**config.mk**
```make
export PLATFORM = sky130hd
export DESIGN_NAME = ppg_top
export DESIGN_NICKNAME = d
export VERILOG_FILES = /design/src/rtl/ppg_pkg.sv /design/src/rtl/ppg_top.sv /design/src/rtl/ppg_fifo.sv
export SDC_FILE = /design/constraint.sdc
export NUM_CORES = 1
export LEC_CHECK = 0
export BUFFER_PORTS_ARGS = -buffer_cell sky130_fd_sc_hd__buf_2
export CELL_PAD_IN_SITES_DETAIL_PLACEMENT = 0
export CELL_PAD_IN_SITES_GLOBAL_PLACEMENT = 1
export CORE_MARGIN = 3
export CORE_UTILIZATION = 50
export DETAILED_ROUTE_END_ITERATION = 8
export HOLD_SLACK_MARGIN = 0.05
export PLACE_DENSITY = 0.88
export SETUP_SLACK_MARGIN = 0.1
export SYNTH_ARGS = -nofsm -noshare
export SYNTH_HDL_FRONTEND = slang
export SYNTH_SLANG_ARGS = --single-unit
```
**constraint.sdc**
```tcl
create_clock -name aclk -period 9.4 [get_ports aclk]
set_input_delay 1.88 -clock aclk [delete_from_list [all_inputs] [get_ports aclk]]
set_output_delay 1.88 -clock aclk [all_outputs]
set_load 0.01 [all_outputs]
```
**src/rtl/ppg_pkg.sv**
```systemverilog
/*
 * Shared constants for the pattern generator: register indices,
 * field positions, reset values and pattern codes.
 * Assumes a 32-bit AXI4-Lite register bus, one word per register.
 */
package ppg_pkg;
	// =========================================================
	// Register indices (byte address is four times the index)
	localparam logic [2:0] IDX_ENABLE = 3'h0;
	localparam logic [2:0] IDX_PATTERN = 3'h1;
	localparam logic [2:0] IDX_INJECT = 3'h2;
	localparam logic [2:0] IDX_PRE_CTRL = 3'h3;
	localparam logic [2:0] IDX_PRE_LO = 3'h4;
	localparam logic [2:0] IDX_PRE_HI = 3'h5;
	localparam logic [2:0] IDX_STATUS = 3'h6;
	localparam int ADDR_SHIFT = 2;

	// =========================================================
	// Field positions
	localparam int EN_BIT = 0;
	localparam int INJ_BIT = 0;
	localparam int PRE_EN_BIT = 0;
	localparam int PRE_CNT_LSB = 8;
	localparam int PAT_W = 3;

	// =========================================================
	// Pattern codes
	localparam logic [2:0] PAT_PRBS7 = 3'h0;
	localparam logic [2:0] PAT_PRBS15 = 3'h1;
	localparam logic [2:0] PAT_PRBS23 = 3'h2;
	localparam logic [2:0] PAT_PRBS31 = 3'h3;
	localparam logic [2:0] PAT_HIGH = 3'h4;
	localparam logic [2:0] PAT_LOW = 3'h5;

	// =========================================================
	// Reset values and seed
	localparam logic [2:0] PAT_RESET = 3'h0;
	localparam logic [7:0] PRE_CNT_RESET = 8'h00;
	localparam logic [30:0] PRBS_SEED = 31'h7fff_ffff;
	// Idle words: narrow build shows 5555, wide build 55555
	localparam logic [31:0] IDLE_NARROW = 32'h0000_5555;
	localparam logic [39:0] IDLE_WORD = 40'h00_0005_5555;

	// =========================================================
	// Bus answers
	localparam logic [1:0] RESP_OKAY = 2'h0;
	localparam logic [1:0] RESP_SLVERR = 2'h2;
endpackage

```
**src/rtl/ppg_top.sv**
```systemverilog
/*
 * Test pattern generator: PRBS and square-wave beats onto a streaming
 * source, controlled over an AXI4-Lite slave.
 * Assumes one clock, a synchronous active-low reset, and a sink that
 * may withhold ready at any time.
 */
`timescale 1ns/10ps
`default_nettype none
module ppg_top #(
	parameter int DATA_W = 32,
	parameter int FIFO_DEPTH = 4
) (
	// Clock and reset
	input wire logic aclk,
	input wire logic aresetn,
	// AXI4-Lite write address
	input wire logic s_awvalid,
	output logic s_awready,
	input wire logic [4:0] s_awaddr,
	// AXI4-Lite write data
	input wire logic s_wvalid,
	output logic s_wready,
	input wire logic [31:0] s_wdata,
	input wire logic [3:0] s_wstrb,
	// AXI4-Lite write response
	output logic s_bvalid,
	input wire logic s_bready,
	output logic [1:0] s_bresp,
	// AXI4-Lite read address
	input wire logic s_arvalid,
	output logic s_arready,
	input wire logic [4:0] s_araddr,
	// AXI4-Lite read data
	output logic s_rvalid,
	input wire logic s_rready,
	output logic [31:0] s_rdata,
	output logic [1:0] s_rresp,
	// Pattern stream
	output logic st_valid,
	input wire logic st_ready,
	output logic [DATA_W-1:0] st_data
);
	localparam int SYM_W = DATA_W / 4;
	localparam int HI_W = DATA_W - 32;
	// Idle word differs per build, not a plain slice of the wide one
	localparam logic [DATA_W-1:0] IDLE_BEAT = (DATA_W == 32)
		? DATA_W'(ppg_pkg::IDLE_NARROW) : DATA_W'(ppg_pkg::IDLE_WORD);

	typedef enum logic [1:0] {
		GEN_IDLE = 2'b00,
		GEN_PRE = 2'b01,
		GEN_RUN = 2'b10
	} ppg_gen_t;

	typedef struct packed {
		ppg_gen_t gen;
		logic [30:0] lfsr;
		logic [7:0] pre_left;
		logic enable;
		logic [ppg_pkg::PAT_W-1:0] pattern;
		logic inject;
		logic pre_en;
		logic [7:0] pre_cnt;
		logic [31:0] pre_lo;
		logic [7:0] pre_hi;
		logic aw_full;
		logic [2:0] aw_idx;
		logic aw_bad;
		logic w_full;
		logic [31:0] wdata;
		logic [3:0] wstrb;
		logic bvalid;
		logic [1:0] bresp;
		logic rvalid;
		logic [31:0] rdata;
		logic [1:0] rresp;
	} ppg_state_t;

	ppg_state_t st;
	ppg_state_t next_st;
	logic fifo_in_ready;
	logic fifo_out_valid;
	logic [DATA_W-1:0] fifo_out_data;
	logic push;
	logic [DATA_W-1:0] beat;
	logic [DATA_W+30:0] prbs;
	logic [31:0] rd_word;
	logic rd_bad;
	logic rd_bad_addr;
	logic [2:0] rd_idx;

	// =========================================================
	// Functions

	// Steps the LFSR one beat; bits come out MSB first
	function automatic logic [DATA_W+30:0] prbs_beat(input logic [30:0] s_in,
		input logic [ppg_pkg::PAT_W-1:0] sel);
		logic [30:0] s;
		logic [DATA_W-1:0] d;
		logic fb;
		s = s_in;
		d = '0;
		fb = 1'b0;
		for (int i = DATA_W - 1; i >= 0; i--)
		begin
			unique case (sel)
				ppg_pkg::PAT_PRBS7: fb = s[6] ^ s[5];
				ppg_pkg::PAT_PRBS15: fb = s[14] ^ s[13];
				ppg_pkg::PAT_PRBS23: fb = s[22] ^ s[17];
				default: fb = s[30] ^ s[27];
			endcase
			d[i] = fb;
			s = {s[29:0], fb};
		end
		return {s, d};
	endfunction

	// Square wave: alternating or half-on per symbol
	function automatic logic [DATA_W-1:0] square_beat(input logic low);
		logic [DATA_W-1:0] d;
		d = '0;
		for (int i = 0; i < DATA_W; i++)
		begin
			if (low)
				d[i] = ((i % SYM_W) >= (SYM_W / 2));
			else
				d[i] = ((i % SYM_W) % 2 == 1);
		end
		return d;
	endfunction

	// Register index from a byte address, flags misaligned or unmapped
	function automatic logic [3:0] decode(input logic [4:0] addr);
		logic [2:0] idx;
		logic bad;
		idx = addr[4:2];
		bad = (addr[1:0] != 2'b00) || (idx > ppg_pkg::IDX_STATUS);
		return {bad, idx};
	endfunction

	// =========================================================
	// Output queue; stalls the generator when the sink holds off
	ppg_fifo #(
		.W(DATA_W),
		.DEPTH(FIFO_DEPTH)
	) u_fifo (
		.aclk(aclk),
		.aresetn(aresetn),
		.in_valid(st.gen != GEN_IDLE),
		.in_ready(fifo_in_ready),
		.in_data(beat),
		.out_valid(fifo_out_valid),
		.out_ready(st_ready),
		.out_data(fifo_out_data)
	);

	// Stream outputs; the idle word shows whenever nothing is queued
	assign st_valid = fifo_out_valid;
	assign st_data = fifo_out_valid ? fifo_out_data : IDLE_BEAT;
	assign push = (st.gen != GEN_IDLE) && fifo_in_ready;

	// Bus outputs
	assign s_awready = !st.aw_full;
	assign s_wready = !st.w_full;
	assign s_bvalid = st.bvalid;
	assign s_bresp = st.bresp;
	assign s_arready = !st.rvalid;
	assign s_rvalid = st.rvalid;
	assign s_rdata = st.rdata;
	assign s_rresp = st.rresp;
	// Read address split into word index and a refusal flag
	assign {rd_bad_addr, rd_idx} = decode(s_araddr);

	// =========================================================
	// Beat formation
	always_comb
	begin
		prbs = prbs_beat(st.lfsr, st.pattern);
		if (st.gen == GEN_PRE)
			beat = DATA_W'({st.pre_hi, st.pre_lo});
		else if (st.pattern == ppg_pkg::PAT_HIGH)
			beat = square_beat(1'b0);
		else if (st.pattern == ppg_pkg::PAT_LOW)
			beat = square_beat(1'b1);
		else
			beat = prbs[DATA_W-1:0];
		if (st.inject)
			beat[0] = ~beat[0];
	end

	// Read mux; reserved bits read zero
	always_comb
	begin
		{rd_bad, rd_word} = {1'b0, 32'h0000_0000};
		unique case (rd_idx)
			ppg_pkg::IDX_ENABLE: rd_word[ppg_pkg::EN_BIT] = st.enable;
			ppg_pkg::IDX_PATTERN: rd_word[ppg_pkg::PAT_W-1:0] = st.pattern;
			ppg_pkg::IDX_INJECT: rd_word[ppg_pkg::INJ_BIT] = st.inject;
			ppg_pkg::IDX_PRE_CTRL:
			begin
				rd_word[ppg_pkg::PRE_EN_BIT] = st.pre_en;
				rd_word[ppg_pkg::PRE_CNT_LSB +: 8] = st.pre_cnt;
			end
			ppg_pkg::IDX_PRE_LO: rd_word = st.pre_lo;
			ppg_pkg::IDX_PRE_HI: rd_word[7:0] = st.pre_hi;
			ppg_pkg::IDX_STATUS: rd_word[3:0] = {st.inject, fifo_out_valid,
				st.gen == GEN_PRE, st.gen != GEN_IDLE};
			default: rd_bad = 1'b1;
		endcase
		if (rd_bad_addr)
		begin
			rd_bad = 1'b1;
			rd_word = 32'h0000_0000;
		end
	end

	// =========================================================
	// Next state: generator first, then bus writes so a set wins
	always_comb
	begin
		next_st = st;

		// Generator sequencing
		unique case (st.gen)
			GEN_IDLE:
			begin
				if (st.enable)
				begin
					next_st.lfsr = ppg_pkg::PRBS_SEED;
					next_st.pre_left = st.pre_cnt;
					next_st.gen = (st.pre_en && st.pre_cnt != 8'h00) ? GEN_PRE : GEN_RUN;
				end
			end
			GEN_PRE:
			begin
				if (push)
				begin
					next_st.pre_left = st.pre_left - 8'h01;
					if (st.pre_left == 8'h01)
						next_st.gen = GEN_RUN;
				end
			end
			GEN_RUN:
			begin
				if (push)
					next_st.lfsr = prbs[DATA_W+30:DATA_W];
			end
			default: next_st.gen = GEN_IDLE;
		endcase
		if (!st.enable)
			next_st.gen = GEN_IDLE;
		if (push)
			next_st.inject = 1'b0;

		// Write address and data may arrive in either order
		if (s_awvalid && !st.aw_full)
		begin
			next_st.aw_full = 1'b1;
			{next_st.aw_bad, next_st.aw_idx} = decode(s_awaddr);
		end
		if (s_wvalid && !st.w_full)
		begin
			next_st.w_full = 1'b1;
			next_st.wdata = s_wdata;
			next_st.wstrb = s_wstrb;
		end

		// Commit a write once both halves are held
		if (st.aw_full && st.w_full && !st.bvalid)
		begin
			next_st.aw_full = 1'b0;
			next_st.w_full = 1'b0;
			next_st.bvalid = 1'b1;
			next_st.bresp = st.aw_bad ? ppg_pkg::RESP_SLVERR : ppg_pkg::RESP_OKAY;
			if (!st.aw_bad)
			begin
				unique case (st.aw_idx)
					ppg_pkg::IDX_ENABLE:
						if (st.wstrb[0])
							next_st.enable = st.wdata[ppg_pkg::EN_BIT];
					ppg_pkg::IDX_PATTERN:
						if (st.wstrb[0])
						begin
							next_st.pattern = st.wdata[ppg_pkg::PAT_W-1:0];
							next_st.lfsr = ppg_pkg::PRBS_SEED;
						end
					ppg_pkg::IDX_INJECT:
						if (st.wstrb[0] && st.wdata[ppg_pkg::INJ_BIT])
							next_st.inject = 1'b1;
					ppg_pkg::IDX_PRE_CTRL:
						if (!st.enable)
						begin
							if (st.wstrb[0])
								next_st.pre_en = st.wdata[ppg_pkg::PRE_EN_BIT];
							if (st.wstrb[1])
								next_st.pre_cnt = st.wdata[ppg_pkg::PRE_CNT_LSB +: 8];
						end
					ppg_pkg::IDX_PRE_LO:
						for (int b = 0; b < 4; b++)
							if (st.wstrb[b])
								next_st.pre_lo[b*8 +: 8] = st.wdata[b*8 +: 8];
					ppg_pkg::IDX_PRE_HI:
						if (st.wstrb[0] && HI_W > 0)
							next_st.pre_hi = st.wdata[7:0];
					default: next_st.bresp = ppg_pkg::RESP_OKAY;
				endcase
			end
		end
		if (st.bvalid && s_bready)
			next_st.bvalid = 1'b0;

		// Reads answer one cycle after the address is taken
		if (s_arvalid && !st.rvalid)
		begin
			next_st.rvalid = 1'b1;
			next_st.rdata = rd_word;
			next_st.rresp = rd_bad ? ppg_pkg::RESP_SLVERR : ppg_pkg::RESP_OKAY;
		end
		else if (st.rvalid && s_rready)
			next_st.rvalid = 1'b0;
	end

	// =========================================================
	// State register; width is fixed by parameter only
	always_ff @(posedge aclk)
	begin
		if (!aresetn)
		begin
			st <= '0;
			st.gen <= GEN_IDLE;
			st.pattern <= ppg_pkg::PAT_RESET;
			st.pre_cnt <= ppg_pkg::PRE_CNT_RESET;
			st.lfsr <= ppg_pkg::PRBS_SEED;
		end
		else
			st <= next_st;
	end
endmodule // ppg_top
`default_nettype wire

```
**src/rtl/ppg_fifo.sv**
```systemverilog
/*
 * Small synchronous FIFO with valid/ready on both sides.
 * Assumes one clock and a synchronous active-low reset.
 */
`timescale 1ns/10ps
`default_nettype none
module ppg_fifo #(
	parameter int W = 32,
	parameter int DEPTH = 4
) (
	// Clock and reset
	input wire logic aclk,
	input wire logic aresetn,
	// Filling side
	input wire logic in_valid,
	output logic in_ready,
	input wire logic [W-1:0] in_data,
	// Draining side
	output logic out_valid,
	input wire logic out_ready,
	output logic [W-1:0] out_data
);
	localparam int AW = $clog2(DEPTH);

	typedef struct packed {
		logic [DEPTH-1:0][W-1:0] mem;
		logic [AW-1:0] wp;
		logic [AW-1:0] rp;
		logic [AW:0] cnt;
	} ppg_fifo_t;

	ppg_fifo_t st;
	ppg_fifo_t next_st;
	logic push;
	logic pop;

	// Honest flags straight from the occupancy count
	assign in_ready = (st.cnt != (AW+1)'(DEPTH));
	assign out_valid = (st.cnt != '0);
	assign out_data = st.mem[st.rp];
	assign push = in_valid && in_ready;
	assign pop = out_valid && out_ready;

	// Pointer and count update
	always_comb
	begin
		next_st = st;
		if (push)
		begin
			next_st.mem[st.wp] = in_data;
			next_st.wp = (st.wp == AW'(DEPTH-1)) ? '0 : st.wp + 1'b1;
		end
		if (pop)
			next_st.rp = (st.rp == AW'(DEPTH-1)) ? '0 : st.rp + 1'b1;
		if (push && !pop)
			next_st.cnt = st.cnt + 1'b1;
		else if (pop && !push)
			next_st.cnt = st.cnt - 1'b1;
	end

	// State register
	always_ff @(posedge aclk)
	begin
		if (!aresetn)
			st <= '0;
		else
			st <= next_st;
	end
endmodule // ppg_fifo
`default_nettype wire

```
## Word level (Yosys, flattened, before mapping)

Index checks and enable logic that the tools add are counted.

- Register bits after elaboration: 302
- Latch bits: 0
- Memories kept: 0
- RAM bits: 0
- Logic and storage cells: 310
- ROM bits: 0

- $mul: 0
- Div/mod/pow operators: 0
- Bitwise logic cells: 109
- Reduce and logical (&&, ||, !) cells: 49
- Order comparisons: 5
- Add/sub/neg operators: 5
- Shifts and indexed selects: 0
- Mux-type cells: 88
- Eq/ne operators: 24

Operator list:

| operator | number |
|---|---|
| 2-to-1 mux 32 bit | 8 |
| 2-to-1 mux 31 bit | 5 |
| bitwise mux 128 bit | 1 |
| XOR 1 bit | 104 |
| one-hot mux 1 bit (3 select lines) | 32 |
| 2-to-1 mux 42 bit | 2 |
| binary-select mux 32 bit (select 2 bit) | 1 |
| demux 32 bit (select 2 bit) | 1 |
| one-hot mux 31 bit (2 select lines) | 1 |
| 2-to-1 mux 8 bit | 6 |
| 2-to-1 mux 41 bit | 1 |
| one-hot mux 8 bit (2 select lines) | 2 |
| AND reduction 4 bit | 7 |
| equality test 3 bit (second input constant) | 7 |
| 2-to-1 mux 2 bit | 9 |
| 2-to-1 mux 9 bit | 2 |
| 2-to-1 mux 16 bit | 1 |
| equality test 3 x 2 -> 1 bit (second input constant) | 5 |
| logical AND 1 bit | 14 |
| one-hot mux 2 bit (3 select lines) | 2 |
| nonzero test 2 bit | 6 |
| AND reduction 5 bit | 2 |
| equality test 3 x 1 -> 1 bit (second input constant) | 3 |
| logical NOT 3 bit | 3 |
| other kinds (29) | 55 |

## Longest topological paths before layout

Gate-level depths: netlist (run 1).

- Word-level depth: 18
- Gate-level depth with buffers: 15
- Depth with buffers taken out: 12

## Cells and area by module

A second synthesis (run 1) with hierarchy kept.

- Cell total of the unflattened synthesis: 1777
- Area, all modules: 15911.5 um2

By module, submodules not included:

| module | seq. area each (um2) | area each (um2) | times used | cells an instance |
|---|---|---|---|---|
| ppg_top | 3303.2 | 9900.7 | 1 | 1238 |
| ppg_fifo | 2702.6 | 6010.8 | 1 | 539 |

## Least setup slack after synthesis (run 1)

Ideal clock, no wire load.

- Path type: register -> output
- Start: reg u_fifo.st[3] in the netlist's numbering
- End: out st_data[10]
- Cell stages (with the launch flop): 5
- Path buffers: 2
- Path slack: 5.450 ns
- Arrival time: 2.070 ns
- Path through: dfxtp_1 -> clkbuf_1 -> buf_1 -> mux4_2 -> or2_2

- Longest elaborated chain between the ends: 3

RTL lines:

| item | RTL line | RTL |
|---|---|---|
| start, declared | ppg_fifo.sv:32 | `ppg_fifo_t st;` |
| start signal, assigned | ppg_fifo.sv:67 | `st <= next_st;` |
| binary-select mux 32 bit (select 2 bit) | ppg_fifo.sv:40 | `assign out_data = st.mem[st.rp];` |
| 2-to-1 mux 32 bit (not written as such) | ppg_fifo.sv:40 |  |
| 2-to-1 mux 32 bit | ppg_top.sv:159 | `assign st_data = fifo_out_valid ? fifo_out_data : IDLE_BEAT;` |
| end, declared | ppg_top.sv:41 | `output logic [DATA_W-1:0] st_data` |

Every way passes these cells. The select of a mux whose other input is x is not followed.

## Worst setup path in the final report (run 1)

- Start: reg st[131] in the netlist's numbering
- End: reg u_fifo.st[7] in the netlist's numbering

- Longest elaborated chain between the ends: 18
- Elaborated cells between the ends (all ways): 54

RTL lines:

| item | RTL line | RTL |
|---|---|---|
| start, declared | ppg_top.sv:79 | `ppg_state_t st;` |
| start signal, assigned | ppg_top.sv:336 | `st <= next_st;` |
| equality test 3 x 2 -> 1 bit (tied with other cells) | ppg_top.sv:106 | `unique case (sel)` |
| one-hot mux 1 bit (3 select lines) | ppg_top.sv:106 |  |
| XOR 1 bit | ppg_top.sv:107 | `ppg_pkg::PAT_PRBS7: fb = s[6] ^ s[5];` |
| one-hot mux 1 bit (3 select lines) | ppg_top.sv:106 |  |
| XOR 1 bit | ppg_top.sv:107 |  |
| one-hot mux 1 bit (3 select lines) | ppg_top.sv:106 |  |
| XOR 1 bit | ppg_top.sv:107 |  |
| one-hot mux 1 bit (3 select lines) | ppg_top.sv:106 |  |
| [2 not listed] | -- |  |
| XOR 1 bit | ppg_top.sv:107 |  |
| one-hot mux 1 bit (3 select lines) | ppg_top.sv:106 |  |
| 2-to-1 mux 32 bit | ppg_top.sv:183 | `else if (st.pattern == ppg_pkg::PAT_LOW)` |
| 2-to-1 mux 32 bit * | ppg_top.sv:181 | `else if (st.pattern == ppg_pkg::PAT_HIGH)` |
| 2-to-1 mux 32 bit * | ppg_top.sv:179 | `if (st.gen == GEN_PRE)` |
| inverter 1 bit | ppg_top.sv:188 | `beat[0] = ~beat[0];` |
| 2-to-1 mux 1 bit * | ppg_top.sv:187 | `if (st.inject)` |
| bitwise mux 128 bit * | ppg_fifo.sv:50 | `next_st.mem[st.wp] = in_data;` |

Mark *: on every way between the ends. The rest lies on a longest branch, timed or not.
A chain may end at the register's enable or synchronous reset.

==> results of run 1 <==
-- sequential cells by signal (all words and copies together), names as in the netlist --
signal / cells
u_fifo.st: 135
st: 129
s_rdata: 32
s_bresp: 1
s_bvalid: 1
s_rresp: 1
s_rvalid: 1
-- stage by stage --
step | hold slack, ns | utilization, %
final | 0.4502 | 56.01
after global routing | 0.4649 | 56.01
after CTS | 0.4528 | 56.01
after detailed placement | 0.4398 | 52.39
after global placement | 0.4298 | 52.39
after floorplan | 0.4199 | -
-- cell usage in the layout, fill, tap and decap left out, types with 9 or more instances in the layout --
| cell | n |
|---|---|
| nand2_1 | 334 |
| dfxtp_1 | 298 |
| buf_2 | 124 |
| a21boi_0 | 108 |
| o21ai_0 | 96 |
| a21oi_1 | 61 |
| xor2_1 | 57 |
| nand3_1 | 57 |
| nor2b_1 | 56 |
| nor2_1 | 51 |
| xnor2_1 | 46 |
| a22oi_1 | 43 |
| and2_1 | 42 |
| o211a_1 | 37 |
| clkbuf_16 | 35 |
| mux4_2 | 33 |
| o22ai_1 | 30 |
| buf_4 | 24 |
| a22o_1 | 22 |
| mux2i_1 | 21 |
| inv_1 | 14 |
| a211oi_1 | 12 |
| nor3_1 | 11 |
| o21ai_1 | 11 |
| or2_2 | 10 |
| o211ai_1 | 9 |
-- how the worst max path moves through the flow --
| stage | cells after the start | end | from | slack (ns) |
|---|---|---|---|---|
| finish | 13 | u_fifo.st[7] | st[131] | 4.62 |
| global route | 13 | u_fifo.st[7] | st[131] | 4.47 |
| CTS | 13 | u_fifo.st[7] | st[131] | 4.84 |
| detailed placement | 13 | u_fifo.st[7] | st[131] | 4.86 |
| global placement | 13 | u_fifo.st[7] | st[131] | 4.81 |
| floorplan | 4 | st_data[10] | u_fifo.st[3] | 5.45 |
-- kinds of logic after synthesis --
family	synth area share (%)
AOI/OAI and AO/OA	23.82
xor gates and xnor gates	6.300
adders and majority gates	0.7636
buffers and inverters	6.109
DFF	38.18
muxes	6.133
other	0.02384
and+or+nand+nor	18.68
-- power by group --
group / leakage [nW] / total (mW) / internal [mW] / switching (mW)
Sequential: 2.43 / 1.32 / 1.29 / 0.0291
Combinational: 3.77 / 0.356 / 0.139 / 0.216
Clock: 0.556 / 1.32 / 0.780 / 0.537
Total: 6.75 / 2.99 / 2.21 / 0.782
-- worst reg2reg max path, stage by stage (launching register included) --
cell      delay (ns)
dfxtp_1         0.32
buf_4           0.48
nor2_4          0.19
a22oi_1         0.30
nand3_1         0.36
a211oi_2        1.00
xor2_1          0.14
o211ai_1        0.54
a21o_1          0.18
and3_4          0.20
o32ai_2         0.09
o31ai_1         0.40
or3b_1          0.39
a21boi_1        0.12
-- cell type report --
type | instances | share of cell area (%)
Multi-Input combinational cell | 1315 | 50.88
Clock inverter | 11 | 0.6376
Tap cell | 396 | 2.869
Clock buffer | 48 | 5.818
Sequential cell | 300 | 34.79
Timing Repair Buffer | 149 | 4.702
Inverter | 14 | 0.3043
-- layer usage --
| metal | track usage [%] | vias to the layer above | part of all wire (%) |
|---|---|---|---|
| met4 | 12.89 | 0 | 4.7 |
| met2 | 43.81 | 654 | 44 |
| li1 | - | 6359 | - |
| met5 | 0 | - | 0 |
| met1 | 38.08 | 6520 | 42 |
| met3 | 5.712 | 140 | 9.3 |
==> impl_metrics.json, run 1 <==
{
  "design_area_sq_um": 17270,
  "synth_area_leaders": "dfxtp_1 38%, nand2_1 8.0%, a21boi_0 5.2%",
  "routed_via_density": 6.123,
  "drt_iter0_markers": 1302,
  "clk_path_buf_depth": 3,
  "status": "finished, final reports clean",
  "stdcell_count": 2233,
  "postCtsHoldBufs": 0,
  "whs_path_depth": 2,
  "dieArea_sq_um": 33620,
  "cts_made_buffers": 34,
  "io_buffer_count": 125,
  "async_reset_ff_share_pct": 0,
  "setup_viol": 0,
  "root_buffer": "clkbuf_16",
  "core_area_sq_um": 30830,
  "r2r-start": "st[131]",
  "fillers": 2783,
  "syn_to_final_growth_pct": 9.784,
  "fmax_mhz": 209.0,
  "worstSetupPathType": "reg2reg",
  "ys.flop_type": "dfxtp_1",
  "crit_fanout": 46,
  "synth_top_area_share_pct": 38.18,
  "maxSlewViolCount": 0,
  "avgSynthCellArea_sq_um": 8.657,
  "grt_pass1_wl_microns": 75340,
  "drt_wl_total_microns": 48110,
  "finalHoldViolations": 0,
  "hold_start": "u_fifo.st[112]",
  "holdPathEnd": "u_fifo.st[112]",
  "drv_cap": 0,
  "synth_seq_cells": 300,
  "antenna_cells": 0,
  "grt_setup_unrepaired": "false",
  "syn_area_sq_um": 15730,
  "synth_cell_types": 95,
  "dp_cells": 2174,
  "worstPathArrival_ns": 5.24,
  "path_delay_family": "compound AO/OA/AOI/OAI gates",
  "dr.pass1.iters": 8,
  "critPathCaptureType": "flop",
  "layout.nets": 1877,
  "place_congestion": 1.030,
  "ctsHtreeMaxLevel": 2,
  "antenna_found_initial": 0,
  "syn-instance-count": 1817,
  "clk_latency_ns": 0.53,
  "reg2reg_depth": 13,
  "ys_seq_area_share_pct": 38.18,
  "start_util_pct": 51.02,
  "dp_hpwl_microns": 33260,
  "timing.final.ws_setup_ns": 4.616,
  "slowest_delay_ns": 1.00,
  "powerDensity_nw_per_um2": 173.4,
  "cts_tree": "done",
  "crit_path_start_kind": "flop",
  "synth_most_common_cell": "nand2_1",
  "route.vias.total": 13670,
  "yosysWarnings": 0,
  "row_count": 64,
  "yosysTopAreaCell": "dfxtp_1",
  "path_clk_slew_ns": 0.06,
  "hp-class": "reg2reg",
  "grt_max_degree": 112,
  "finClkSkew_ns": 0.02383,
  "slew_headroom_pct": 20.50,
  "io_pins": 128,
  "place_ws_ns": 4.855,
  "sequential_cell_area_sq_um": 6008,
  "yosys-top-cells-count": "334 x nand2_1, 300 x dfxtp_1, 119 x clkbuf_1",
  "dpl_cell_area_sq_um": 16150,
  "worstPathRequired_ns": 9.86,
  "r2r_setup_slack_ns": 4.62,
  "fin_crit_ns": 4.784,
  "fin_tns_setup_ns": 0,
  "cp_slowest_cell": "a211oi_2",
  "p_leak_nw": 6.747,
  "cp.buffers_inverters": 1,
  "grt_pass1_vias": 13270,
  "drcViolationCount": 0,
  "r2r-end": "u_fifo.st[7]",
  "clock_sinks": 300,
  "finalCritPeriodShare_pct": 50.89,
  "p_total_mw": 2.994,
  "post_cts_resized": 0,
  "crit_path_cell_trace": "buf_4, nor2_4, a22oi_1, nand3_1, a211oi_2, xor2_1, o211ai_1, a21o_1, and3_4, o32ai_2, o31ai_1, or3b_1, a21boi_1",
  "drive_gt1_share_pct": 15.68,
  "multi_input_area_sq_um": 8786,
  "detail_route.wl_per_cell_microns": 21.54,
  "vdd_ir_drop_max_uv": 123.7,
  "post_cts_buffers": 0,
  "synth_edf_count": 0,
  "ant_nets": 0,
  "track_usage_pct": 28.20,
  "overflow": 0,
  "die_x_microns": 183.4,
  "worst_pin_slew_ns": 1.190,
  "die_h_microns": 183.4
}
Note: power is estimated with default switching activity, not from simulation.
==> run 2, diff against run 1 <==
- CORE_UTILIZATION: 50 -> 42
- PLACE_DENSITY: 0.88 -> 0.79
- clock period: 9.4 -> 4.2 ns (I/O delays scaled with it)
==> run 2 against run 1 <==
Effect of this change:
- critical path depth grew 2
- non-clock buffer count grew 83
- clock skew shrank 0.0035 ns
- sequential power grew 130%
- first-iteration DRC count shrank 10%
- wire length grew 10%
- register-to-register slack lost 4.2 ns
- highest routed layer unchanged
==> impl_metrics.json, run 2 (synthesis results as in run 1) <==
{
  "status": "finished, final reports clean",
  "hold_start": "u_fifo.st[109]",
  "multi_input_area_sq_um": 8808,
  "dp_cells": 2329,
  "dp_hpwl_microns": 38700,
  "top_register": "u_fifo.st",
  "syn_to_final_growth_pct": 15.08,
  "dieArea_sq_um": 39810,
  "timing.final.ws_setup_ns": 0.3761,
  "largest_reg_flops": 135,
  "critPathCaptureType": "flop",
  "io_buffer_count": 125,
  "fin_tns_setup_ns": 0,
  "finalHoldViolations": 0,
  "ant_nets": 0,
  "row_count": 70,
  "clk_path_buf_depth": 3,
  "die_x_microns": 199.5,
  "clk_latency_ns": 0.53,
  "stdcell_count": 2390,
  "fmax_mhz": 261.5,
  "grt_max_degree": 116,
  "cts_made_buffers": 34,
  "worst_pin_slew_ns": 1.262,
  "powerDensity_nw_per_um2": 378.8,
  "drv_cap": 0,
  "r2r-start": "st[131]",
  "grt_pass1_vias": 13400,
  "start_util_pct": 42.76,
  "io_pins": 128,
  "p_total_mw": 6.858,
  "grt_pass1_wl_microns": 80740,
  "dpl_cell_area_sq_um": 16900,
  "crit_fanout": 39,
  "drt_wl_total_microns": 53150,
  "postCtsHoldBufs": 0,
  "worstPathArrival_ns": 4.23,
  "path_clk_slew_ns": 0.06,
  "reg2reg_depth": 15,
  "drcViolationCount": 0,
  "design_area_sq_um": 18100,
  "mostFrequentLayoutCell": "nand2_1",
  "final_cell_mix": "334 x nand2_1, 297 x dfxtp_1, 124 x buf_2",
  "antenna_cells": 0,
  "r2r_setup_slack_ns": 0.38,
  "route.vias.total": 13830,
  "vdd_ir_drop_max_uv": 256.3,
  "detail_route.wl_per_cell_microns": 22.24,
  "antenna_found_initial": 1,
  "routed_via_density": 5.787,
  "sequential_cell_area_sq_um": 6010,
  "worstPathRequired_ns": 4.61,
  "p_leak_nw": 7.178,
  "setup_viol": 0,
  "track_usage_pct": 26.20,
  "drt_iter0_markers": 1166,
  "fillers": 3554,
  "core_area_sq_um": 36790,
  "grt_setup_unrepaired": "false",
  "root_buffer": "clkbuf_16",
  "place_ws_ns": 0.1803,
  "worstSetupPathType": "reg2reg",
  "hp-class": "reg2reg",
  "whs_path_depth": 2,
  "dr.pass1.iters": 5,
  "holdPathEnd": "u_fifo.st[109]",
  "cts_tree": "done",
  "maxSlewViolCount": 0,
  "post_cts_buffers": 0,
  "finClkSkew_ns": 0.02036,
  "ctsHtreeMaxLevel": 2,
  "fin_crit_ns": 3.824,
  "die_h_microns": 199.5,
  "crit_path_start_kind": "flop",
  "slew_headroom_pct": 15.35,
  "whs_ns": 0.4540,
  "overflow": 0,
  "r2r-end": "u_fifo.st[104]",
  "finalCritPeriodShare_pct": 91.05,
  "layout.nets": 1960,
  "place_congestion": 1.036,
  "final_util_pct": 49.21,
  "drive_gt1_share_pct": 19.51,
  "clock_sinks": 300
}
==> run 2: timing repair <==
| action | 4_1_cts | 5_1_grt |
|---|---|---|
| setup endpoints to repair | 0 | 36 |
| endpoints found under the hold margin | 0 | 0 |
| gates resized for setup | 0 | 6 |
==> run 2: worst max-delay path, cell delays in order, from the launching register on <==
cell	delay, ns
dfxtp_1	0.36
buf_12	0.25
nor2_4	0.13
a221oi_1	0.37
a21boi_1	0.17
buf_4	0.21
o311a_1	0.49
buf_4	0.19
xnor2_1	0.35
o21ai_0	0.17
o21ai_2	0.17
xor2_1	0.12
a21oi_1	0.28
a2bb2oi_1	0.19
buf_4	0.15
o21ai_0	0.08
==> run 2: final cells by class <==
class                      count  area share (%)
clock buffer                  47           5.474
clock inverter                14           1.009
inverter                      14          0.2903
multi-input combinational   1315           48.66
sequential                   300           33.20
tap                          468           3.235
timing repair buffer         232           8.135
==> run 2: how the worst max path moves through the flow <==
stage / to / startpoint / slack (ns)
after CTS: u_fifo.st[41] / st[130] / 0.16
after floorplan: u_fifo.st[71] / st[152] / 0.97
after global placement: st[145] / st[132] / 0.14
after global routing: u_fifo.st[41] / st[131] / 0.13
after detailed placement: u_fifo.st[41] / st[130] / 0.18
final: u_fifo.st[104] / st[131] / 0.38
==> run 2: routing by layer <==
layer / routed length [microns] / up-vias / GRT usage, %
met2: 23530 / 518 / 40.40
met5: 0 / - / 0
met3: 3788 / 136 / 5.092
li1: - / 6517 / -
met1: 23210 / 6659 / 35.59
met4: 2620 / 0 / 12.04
==> run 2: power by group <==
part           internal, mW  switching [mW]  leakage (nW)
clock                  1.85            1.24         0.580
sequential             2.89           0.111          2.43
combinational         0.319           0.443          4.17
total                  5.06            1.79          7.18
